## config.mk

```make
export PLATFORM = sky130hd
export DESIGN_NAME = ewb_mem_ctrl
export DESIGN_NICKNAME = d
export VERILOG_FILES = /design/src/design/ewb_pkg.sv /design/src/design/ewb_acc_if.sv /design/src/design/ewb_wait_strobe.sv /design/src/design/ewb_mem_ctrl.sv
export VERILOG_INCLUDE_DIRS = /design/src /design/src/design
export SDC_FILE = /design/constraint.sdc
export NUM_CORES = 1
export LEC_CHECK = 0
export ABC_AREA = 1
export ABC_CLOCK_PERIOD_IN_PS = 3800
export BUFFER_PORTS_ARGS = -buffer_cell sky130_fd_sc_hd__buf_2
export CAP_MARGIN = 5
export CELL_PAD_IN_SITES_DETAIL_PLACEMENT = 1
export CELL_PAD_IN_SITES_GLOBAL_PLACEMENT = 2
export CORE_MARGIN = 2
export CORE_UTILIZATION = 30
export DETAILED_ROUTE_END_ITERATION = 6
export PLACE_DENSITY_LB_ADDON = 0.1
export SLEW_MARGIN = 5
export SYNTH_ARGS = -nofsm -noshare
export SYNTH_HDL_FRONTEND = slang
export SYNTH_SLANG_ARGS = --single-unit
```

## constraint.sdc

```tcl
create_clock -name CORE_CLK -period 3.8 [get_ports CORE_CLK]
set_input_delay 0.38 -clock CORE_CLK [delete_from_list [all_inputs] [get_ports CORE_CLK]]
set_output_delay 0.38 -clock CORE_CLK [all_outputs]
set_load 0.1 [all_outputs]
```

## src/design/ewb_map.svh

```systemverilog
// Register map, field positions and counts of the width/wait block.
// Assumes inclusion by the top module and the bench only.
`ifndef EWB_MAP_SVH
`define EWB_MAP_SVH
// ==========================================================
// Addresses
`define EWB_ADDR_BWC 32'h4800_0000
`define EWB_ADDR_CFG 32'h4800_00F0
// ==========================================================
// Width/wait register layout, four bits per bank
`define EWB_BWC_RESET 32'h0000_0000
`define EWB_BWC_WMASK 32'hFFFF_FFF0
`define EWB_FLD_W 4
`define EWB_LANE_BIT 3
`define EWB_WAIT_BIT 2
`define EWB_DW0_LSB 1
// ==========================================================
// Own configuration register layout
`define EWB_CFG_RESET 4'h0
`define EWB_CFG_SIZE_LSB 0
`define EWB_CFG_FOUR_BIT 3
`define EWB_CFG_GRANT_BIT 8
`define EWB_CFG_BUSY_BIT 9
// ==========================================================
// SDRAM bank select
`define EWB_BA_LSB 20
`define EWB_SZ_CODES 7
`define EWB_SZ_FOUR_ONLY 3'h5
`define EWB_SDRAM_BANK 3'h6
// ==========================================================
// Input filtering
`define EWB_SETTLE 3'h5
`endif

```

## src/design/ewb_pkg.sv

```systemverilog
// Types shared by the width/wait block and its bench.
// Assumes ewb_map.svh supplies the numeric constants.
package ewb_pkg;
    typedef logic [2:0] ewb_bank_t;
    typedef enum logic [1:0] {
        EWB_W8 = 2'h0, EWB_W16 = 2'h1, EWB_W32 = 2'h2, EWB_WRSV = 2'h3
    } ewb_width_e;
    typedef enum logic [2:0] {
        ST_IDLE = 3'h1, ST_ACCESS = 3'h2, ST_GRANT = 3'h4
    } ewb_state_e;
endpackage : ewb_pkg

```

## src/design/ewb_acc_if.sv

```systemverilog
// Carrier between the controller and its strobe timer.
// Assumes both ends run on the same clock.
`timescale 1ns/10ps
interface ewb_acc_if;
    logic start;
    logic write;
    logic wait_en;
    logic wait_n;
    logic [3:0] tacc;
    logic oe_n;
    logic we_n;
    logic done;
    logic active;
    modport ctrl(output start, write, wait_en, wait_n, tacc, input oe_n, we_n, done, active);
    modport timer(input start, write, wait_en, wait_n, tacc, output oe_n, we_n, done, active);
endinterface : ewb_acc_if

```

## src/design/ewb_wait_strobe.sv

```systemverilog
// Strobe timer: holds the read or write strobe for the access count,
// stretched by the filtered external wait level.
// Assumes wait_n is already synchronised to clk.
`timescale 1ns/10ps
module ewb_wait_strobe (
    input wire logic clk,
    input wire logic rst_n,
    ewb_acc_if.timer acc
);
    logic active_q;
    logic write_q;
    logic wen_q;
    logic rel_q;
    logic done_q;
    logic [3:0] cnt_q;
    logic [3:0] tacc_q;
    logic at_end;
    logic at_sample;

    // ==========================================================
    // Counting
    // bus clock counts
    assign at_end = ({1'b0, cnt_q} >= {1'b0, tacc_q});
    assign at_sample = (5'({1'b0, cnt_q}) + 5'h01) >= {1'b0, tacc_q};

    // Access sequencing
    always_ff @(posedge clk or negedge rst_n) begin
        if (!rst_n) begin
            active_q <= 1'b0;
            write_q <= 1'b0;
            wen_q <= 1'b0;
            rel_q <= 1'b0;
            done_q <= 1'b0;
            cnt_q <= 4'h0;
            tacc_q <= 4'h0;
        end else begin
            done_q <= 1'b0;
            if (acc.start) begin
                active_q <= 1'b1;
                write_q <= acc.write;
                wen_q <= acc.wait_en;
                rel_q <= 1'b0;
                cnt_q <= 4'h1;
                tacc_q <= acc.tacc;
            end else if (active_q && at_end && (rel_q || !wen_q)) begin
                active_q <= 1'b0;
                done_q <= 1'b1;
            end else if (active_q) begin
                // Saturate; the wait input may hold the strobe indefinitely
                if (cnt_q != 4'hF) begin
                    cnt_q <= cnt_q + 4'h1;
                end
                rel_q <= rel_q | (at_sample && acc.wait_n);
            end
        end
    end

    // ==========================================================
    // Strobes
    // same stretch for write
    assign acc.oe_n = !(active_q && !write_q);
    assign acc.we_n = !(active_q && write_q);
    assign acc.done = done_q;
    assign acc.active = active_q;
endmodule : ewb_wait_strobe

```

## src/design/ewb_mem_ctrl.sv

```systemverilog
// Width/wait control register, SDRAM bank select, wait-stretched
// strobes and external bus hand-over of the memory controller.
// Assumes an APB master on CORE_CLK and pins that may be asynchronous.
//
// Our own choice: the APB interface to the registers.
`timescale 1ns/10ps
`include "ewb_map.svh"
// How it works
// - 2MB two-bank: bank select A20
// - 4MB two-bank: bank select A21
// - 8MB: A22, or A[22:21] four-bank
// - 16MB: A23, or A[23:22] four-bank
// - 32MB: A24, or A[24:23] four-bank
// - 64MB four-bank: A[25:24]
// - 128MB four-bank: A[26:25]
// - Low wait input stretches the strobe
// - Wait sampled from access count minus one
// - Strobe ends clock after wait high
// - Write strobe stretched like read strobe
// - Bus request answered by grant low
// - Grant low floats address, data, control
// - Request release ends grant, drive resumes
// - Width/wait register, read-write, resets zero
// - Width codes 8/16/32, banks 7..5
// - Wait enable bits, banks 7..5
// - Lane mode bits, banks 7..5
// - Bank 4 fields at 19..16
// - Bank 3 fields, bank 2 lane bit
// - All counts in bus clocks
// - Lane select is write lane AND strobe
// - Bank 0 width read-only from boot pins
// - Bank 2 wait and width fields
module ewb_mem_ctrl (
    input wire logic CORE_CLK,
    input wire logic RST_N,
    input wire logic PSEL,
    input wire logic PENABLE,
    input wire logic PWRITE,
    input wire logic [31:0] PADDR,
    input wire logic [31:0] PWDATA,
    input wire logic [3:0] PSTRB,
    output logic [31:0] PRDATA,
    output logic PREADY,
    output logic PSLVERR,
    input wire logic ACC_REQ,
    output logic ACC_READY,
    input wire logic ACC_WRITE,
    input wire ewb_pkg::ewb_bank_t ACC_BANK,
    input wire logic [26:0] ACC_ADDR,
    input wire logic [3:0] ACC_TACC,
    input wire logic [3:0] ACC_BE_N,
    input wire logic [31:0] ACC_WDATA,
    output logic [31:0] ACC_RDATA,
    output logic ACC_DONE,
    input wire logic EXT_WAIT_N,
    input wire logic BUS_REQUEST_N,
    output logic BUS_GRANT_N,
    input wire logic [1:0] BOOT_MODE_PINS,
    output logic [26:0] MEM_ADDR_O,
    output logic MEM_ADDR_OE,
    input wire logic [31:0] MEM_DATA_I,
    output logic [31:0] MEM_DATA_O,
    output logic MEM_DATA_OE,
    output logic [7:0] BANK_CHIP_SELECT_N,
    output logic OUTPUT_ENABLE_N,
    output logic WRITE_ENABLE_N,
    output logic [3:0] BYTE_LANE_SELECT_N,
    output logic [1:0] SDRAM_BANK_SEL_O,
    output logic MEM_CTRL_OE
);
    import ewb_pkg::*;

    ewb_state_e st_q;
    ewb_state_e st_d;
    logic [3:0] s1_q;
    logic [3:0] s2_q;
    logic [3:0] s3_q;
    logic [3:0] filt_q;
    logic [2:0] settle_q;
    logic [1:0] boot_q;
    logic [31:0] bwc_q;
    logic [3:0] cfg_q;
    logic [31:0] rd_d;
    logic [31:0] rdata_q;
    logic [31:0] wmask;
    logic hit_bwc;
    logic hit_cfg;
    logic req_act;
    logic acc_take;
    logic [3:0] fld;
    logic [3:0] fld_q;
    logic [2:0] bank_q;
    logic [26:0] addr_q;
    logic [3:0] be_n_q;
    logic [1:0] ba_q;
    logic [31:0] acc_rdata_q;
    logic acc_done_q;
    logic [3:0] wlane_n;
    ewb_acc_if acc ();

    // ==========================================================
    // Pin synchronisers, wait [0], request [1], boot [3:2]
    always_ff @(posedge CORE_CLK or negedge RST_N) begin
        if (!RST_N) begin
            s1_q <= 4'hF;
            s2_q <= 4'hF;
            s3_q <= 4'hF;
        end else begin
            s1_q <= {BOOT_MODE_PINS, BUS_REQUEST_N, EXT_WAIT_N};
            s2_q <= s1_q;
            s3_q <= s2_q;
        end
    end

    // Change accepted once second and third stage agree
    always_ff @(posedge CORE_CLK or negedge RST_N) begin
        if (!RST_N) begin
            filt_q <= 4'hF;
        end else begin
            filt_q <= (s2_q & ~(s2_q ^ s3_q)) | (filt_q & (s2_q ^ s3_q));
        end
    end

    // Boot straps caught once the chain has settled after release;
    // the filter only shows the pins from the fourth edge on
    always_ff @(posedge CORE_CLK or negedge RST_N) begin
        if (!RST_N) begin
            settle_q <= 3'h0;
            boot_q <= 2'h0;
        end else if (settle_q != `EWB_SETTLE) begin
            settle_q <= settle_q + 3'h1;
            boot_q <= filt_q[3:2];
        end
    end

    assign req_act = !filt_q[1];

    // ==========================================================
    // APB slave, zero wait states
    assign hit_bwc = (PADDR == `EWB_ADDR_BWC);
    assign hit_cfg = (PADDR == `EWB_ADDR_CFG);
    assign PREADY = 1'b1;
    assign PSLVERR = PSEL && PENABLE && !hit_bwc && !hit_cfg;
    assign wmask = {{8{PSTRB[3]}}, {8{PSTRB[2]}}, {8{PSTRB[1]}}, {8{PSTRB[0]}}} & `EWB_BWC_WMASK;

    always_ff @(posedge CORE_CLK or negedge RST_N) begin
        if (!RST_N) begin
            bwc_q <= `EWB_BWC_RESET;
        end else if (PSEL && PENABLE && PWRITE && hit_bwc) begin
            bwc_q <= (bwc_q & ~wmask) | (PWDATA & wmask);
        end
    end

    // Own size and organisation register
    always_ff @(posedge CORE_CLK or negedge RST_N) begin
        if (!RST_N) begin
            cfg_q <= `EWB_CFG_RESET;
        end else if (PSEL && PENABLE && PWRITE && hit_cfg && PSTRB[0]) begin
            cfg_q <= PWDATA[3:0];
        end
    end

    // Read mux; status bits show hand-over and access state
    always_comb begin
        rd_d = 32'h0000_0000;
        if (hit_bwc) begin
            rd_d = bwc_q & `EWB_BWC_WMASK;
            rd_d[`EWB_DW0_LSB +: 2] = boot_q;
        end else if (hit_cfg) begin
            rd_d[3:0] = cfg_q;
            rd_d[`EWB_CFG_GRANT_BIT] = (st_q == ST_GRANT);
            rd_d[`EWB_CFG_BUSY_BIT] = (st_q == ST_ACCESS);
        end
    end

    // Read data loaded in setup so it comes from a flip-flop
    always_ff @(posedge CORE_CLK or negedge RST_N) begin
        if (!RST_N) begin
            rdata_q <= 32'h0000_0000;
        end else if (PSEL && !PENABLE) begin
            rdata_q <= rd_d;
        end
    end
    assign PRDATA = rdata_q;

    // ==========================================================
    // Per-bank field lookup
    // four-bit fields
    always_comb begin
        fld = bwc_q[{ACC_BANK, 2'h0} +: `EWB_FLD_W];
        if (ACC_BANK == 3'h0) begin
            fld = {2'h0, boot_q};
        end
    end

    // SDRAM bank select from size code and organisation
    function automatic logic [1:0] bank_sel(input logic [26:0] a, input logic [2:0] sz, input logic four);
        logic [1:0] ba;
        ba = 2'h0;
        for (int i = 0; i < `EWB_SZ_CODES; i++) begin
            if (sz == 3'(i)) begin
                // Four-bank parts add the line just below the two-bank select
                if (four || sz >= `EWB_SZ_FOUR_ONLY) begin
                    ba = {a[`EWB_BA_LSB + i], a[`EWB_BA_LSB + i - 1]};
                end else begin
                    ba = {1'b0, a[`EWB_BA_LSB + i]};
                end
            end
        end
        return ba;
    endfunction : bank_sel

    // ==========================================================
    // Access and hand-over sequencing
    assign ACC_READY = (st_q == ST_IDLE) && !req_act;
    assign acc_take = ACC_REQ && ACC_READY;

    // One-hot control states
    always_comb begin
        st_d = st_q;
        case (st_q)
            ST_IDLE: begin
                if (req_act) begin
                    st_d = ST_GRANT;
                end else if (ACC_REQ) begin
                    st_d = ST_ACCESS;
                end
            end
            ST_ACCESS: begin
                if (acc.done) begin
                    st_d = ST_IDLE;
                end
            end
            ST_GRANT: begin
                if (!req_act) begin
                    st_d = ST_IDLE;
                end
            end
            default: begin
                st_d = ST_IDLE;
            end
        endcase
    end

    always_ff @(posedge CORE_CLK or negedge RST_N) begin
        if (!RST_N) begin
            st_q <= ST_IDLE;
        end else begin
            st_q <= st_d;
        end
    end

    // Access latch; held for the whole strobe
    always_ff @(posedge CORE_CLK or negedge RST_N) begin
        if (!RST_N) begin
            bank_q <= 3'h0;
            addr_q <= 27'h0;
            be_n_q <= 4'hF;
            fld_q <= 4'h0;
            ba_q <= 2'h0;
            MEM_DATA_O <= 32'h0000_0000;
        end else if (acc_take) begin
            bank_q <= ACC_BANK;
            addr_q <= ACC_ADDR;
            be_n_q <= ACC_BE_N;
            fld_q <= fld;
            MEM_DATA_O <= ACC_WDATA;
            ba_q <= bank_sel(ACC_ADDR, cfg_q[`EWB_CFG_SIZE_LSB +: 3], cfg_q[`EWB_CFG_FOUR_BIT]);
        end
    end

    // Read data captured at the edge that ends the strobe
    always_ff @(posedge CORE_CLK or negedge RST_N) begin
        if (!RST_N) begin
            acc_rdata_q <= 32'h0000_0000;
            acc_done_q <= 1'b0;
        end else begin
            acc_done_q <= acc.done;
            if (acc.active && !acc.oe_n) begin
                acc_rdata_q <= MEM_DATA_I;
            end
        end
    end
    assign ACC_RDATA = acc_rdata_q;
    assign ACC_DONE = acc_done_q;

    // ==========================================================
    // Strobe timer
    assign acc.start = acc_take;
    assign acc.write = ACC_WRITE;
    assign acc.tacc = ACC_TACC;
    assign acc.wait_en = fld[`EWB_WAIT_BIT];
    assign acc.wait_n = filt_q[0];

    ewb_wait_strobe u_strobe (
        .clk(CORE_CLK),
        .rst_n(RST_N),
        .acc(acc.timer)
    );

    // ==========================================================
    // Pin drive
    assign wlane_n = acc.we_n ? 4'hF : be_n_q;
    assign OUTPUT_ENABLE_N = acc.oe_n;
    assign WRITE_ENABLE_N = acc.we_n;
    // lane select is AND of strobes
    assign BYTE_LANE_SELECT_N = fld_q[`EWB_LANE_BIT] ? (wlane_n & {4{acc.oe_n}}) : wlane_n;
    assign BANK_CHIP_SELECT_N = acc.active ? ~(8'h01 << bank_q) : 8'hFF;
    assign SDRAM_BANK_SEL_O = (bank_q >= `EWB_SDRAM_BANK) ? ba_q : 2'h0;
    // Memory address drops the low lines the bus width covers
    assign MEM_ADDR_O = addr_q >> fld_q[1:0];
    assign BUS_GRANT_N = (st_q != ST_GRANT);
    assign MEM_ADDR_OE = (st_q != ST_GRANT);
    assign MEM_CTRL_OE = (st_q != ST_GRANT);
    assign MEM_DATA_OE = (st_q == ST_ACCESS) && !acc.we_n;
endmodule : ewb_mem_ctrl

```

==> out/qor.csv <==
stage,metric,value,unit
sta,minimum clock period after layout,3343,ps
grt,first-pass GRT wire length,50.65,mm
setup_path,worst setup path end,MEM_ADDR_O[14],
clock_tree,root buffer cell,clkbuf_16,
setup_path,R2R depth,10,
hold_path,HP Class,in2reg,
logic_synthesis,register bit total from synthesis,205,
finish,Area Overhead vs Synth,31.81,%
setup_path,register-to-register setup slack,1380,ps
setup_path,crit path max fanout,29,
place,Port Buffers,326,
sta,Peak Freq,299.1,MHz
clock_tree,"CTS clk-pin slew, worst paths",60,ps
route,DRC errors left,0,
logic_synthesis,"area leader, netlist",dfrtp_1,
clock_tree,CTS Buffer Depth,3,
finish,# fillers,3863,
die,Starting Density,0.3047,
die,Die Span Y,180.5,um
clock_tree,Num CTS Buffers,26,
route,DR pass1 iterations,4,
grt,vias in the first global route,9208,
clock_tree,Post-CTS Setup Repair Bufs,0,
logic_synthesis,Synth Cell Area,9346,um2
setup_path,endpoint class of the critical path,output pin,
run,Max Cap Viol,0,
sta,Max-slew headroom,0.2581,
logic_synthesis,Mean Syn Cell Area,8.206,um2
logic_synthesis,Synth Warn #,0,
finish,layout cells sized above 1,0.2827,
setup_path,crit path from,fld_q[0]$_DFFE_PN0P_,
die,die area,32580,um2
status,outcome,finished clean,
logic_synthesis,largest family of logic cells by synthesized area,simple AND/OR/NAND/NOR gates,
logic_synthesis,Syn Nets,1331,
grt,gr usage total,0.1910,
logic_synthesis,post-synthesis simple-gate area fraction,0.2736,
sta,final hold vios,0,
place,Final HPWL DP,22.52,mm
clock_tree,H-tree levels,1,
setup_path,"Req. time, crit path",3420,ps
finish,"leading cell type in the layout, fill and taps excluded",nand2_1,
route,Post-DRT Antenna Nets,0,
logic_synthesis,Cell variety after synth,43,
setup_path,r2r startpoint,st_q[0]$_DFFE_PN1P_,
clock_tree,Num Clock Sinks,205,
logic_synthesis,Compound-Gate Fraction of Synth Area,0.08487,
die,die width,180.5,um
grt,initial antenna violation count,0,
finish,fin nets,1647,
setup_path,Worst setup SP type,flip-flop,
place,gp weighted congestion,0.7315,
sta,final period utilization,0.8797,
die,core footprint,30670,um2
finish,sequential cell area,5156,um2
logic_synthesis,fraction of registers with async set/reset,1.000,
sta,setup skew after layout,18.54,ps
grt,largest net degree at the start of global routing,85,
setup_path,Worst EP arrival,2960,ps
die,boundary pin count,328,
logic_synthesis,sequential fraction of the synthesis area,0.5517,
clock_tree,CTS tree,built,
logic_synthesis,top cell type's share of synthesized area,0.4926,
sta,Sum Neg Setup Slack,0,ps
route,WL final,30.87,mm
grt,grt ovf,0,
logic_synthesis,Post-synth EDFFs,0,
logic_synthesis,post-synthesis adder-cell area fraction,0.01901,
sta,RSZ-0062 raised after global routing,no,
logic_synthesis,Synth area leaders,"dfrtp_1, nand2_1, o21ai_0",
logic_synthesis,xor/xnor share of the synthesized area,0.003748,
die,# rows,64,
finish,multi-input logic area,3677,um2
route,wire per inst,16.49,um
route,Via Count,8693,
clock_tree,Skew-Pair Late Insertion Delay,530,ps
finish,most frequent cells in the layout,"nand2_1, buf_2, dfrtp_1, o21ai_0, inv_1",
logic_synthesis,post-synthesis mux area share,0.01098,
place,Post-Place Worst Slack,965.0,ps
sta,actual slew at the worst max-slew pin,1112,ps
sta,Finish-stage setup viols,0,
logic_synthesis,Post-Syn Instances,1139,
route,DR vias/cell,4.644,
setup_path,crit path kind,reg2out,
setup_path,worst r2r dst,ba_q[1]$_DFFE_PN0P_,
route,initial drt markers,299,
logic_synthesis,ys flop type,dfrtp_1,
sta,"Slew Viols, Final",0,
sta,setup slack after layout,457.0,ps
[area by class of cell]
| type | count | area share |
|---|---|---|
| repair buffers | 344 | 0.1473 |
| flip-flops and latches | 205 | 0.4185 |
| clock inverters | 12 | 0.01259 |
| clock buffers | 36 | 0.06074 |
| well taps | 396 | 0.04022 |
| inverters | 72 | 0.02194 |
| multi-input cells | 806 | 0.2985 |
| diodes | 1 | 0.0002031 |
[metal layers]
layer	GRT usage	share of wire	up-vias
li1	-	-	4289
met1	0.2500	0.45	4139
met2	0.3296	0.48	217
met3	0.03112	0.048	48
met4	0.04677	0.022	0
met5	0	0	-
[synth_stat cells (all sizes together) (8+ instances only)]
cell type and count:
mux2i 8, nor2 55, inv 71, dfstp 21, dfrtp 184, nand3 26, clkbuf 42, o21ai 116
a21oi 16, nor3 10, nand4 39, nand2 488, buf 14, ha 11
[metrics by stage]
step	instances	area (um2)	hold slack (ps)	util
3_3_place_gp	1818	11360	346.1	0.3705
6_report	1872	12320	41.29	0.4017
2_1_floorplan	1139	9346	84.41	-
5_1_grt	1871	12320	24.89	0.4016
4_1_cts	1871	12320	14.40	0.4016
3_5_place_dp	1818	11360	347.5	0.3705
[repair_timing]
item | in CTS | in global routing
hold buffers | 5 | 0
resized for setup | 0 | 0
endpoints found under the hold margin | 69 | 0
[critical path: stages (launching register included)]
cell and delay, ps:
dfrtp_1 910, inv_1 540, nand2_1 160, o21ai_0 90, inv_1 100, nand2_1 50
o21ai_0 120, buf_2 470
[worst min-delay path by stage]
stage	startpoint	end	slack, ps	depth (start not counted)
after floorplan	RST_N	ACC_DONE$_DFF_PN0_	80	0
after global placement	s1_q[2]$_DFF_PN1_	s2_q[2]$_DFF_PN1_	350	0
after detailed placement	s1_q[3]$_DFF_PN1_	s2_q[3]$_DFF_PN1_	350	0
after CTS	ACC_BE_N[3]	be_n_q[3]$_DFFE_PN1P_	10	3
after global routing	MEM_DATA_I[25]	ACC_RDATA[25]$_DFFE_PN0P_	20	3
final	ACC_BE_N[3]	be_n_q[3]$_DFFE_PN1P_	40	3
[cell families after synthesis]
| group | count (synthesis) |
|---|---|
| XOR/XNOR | 4 |
| AO/OA/AOI/OAI | 150 |
| flip-flops | 205 |
| multiplexers | 10 |
| adder cells (fa/ha/maj) | 15 |
| buffers and inverters | 128 |
| AND/OR/NAND/NOR | 626 |
| other | 1 |
Power is left out: the tool's default activity adds up to more than one toggle a clock period on the data nets, which glitch-free logic cannot reach.
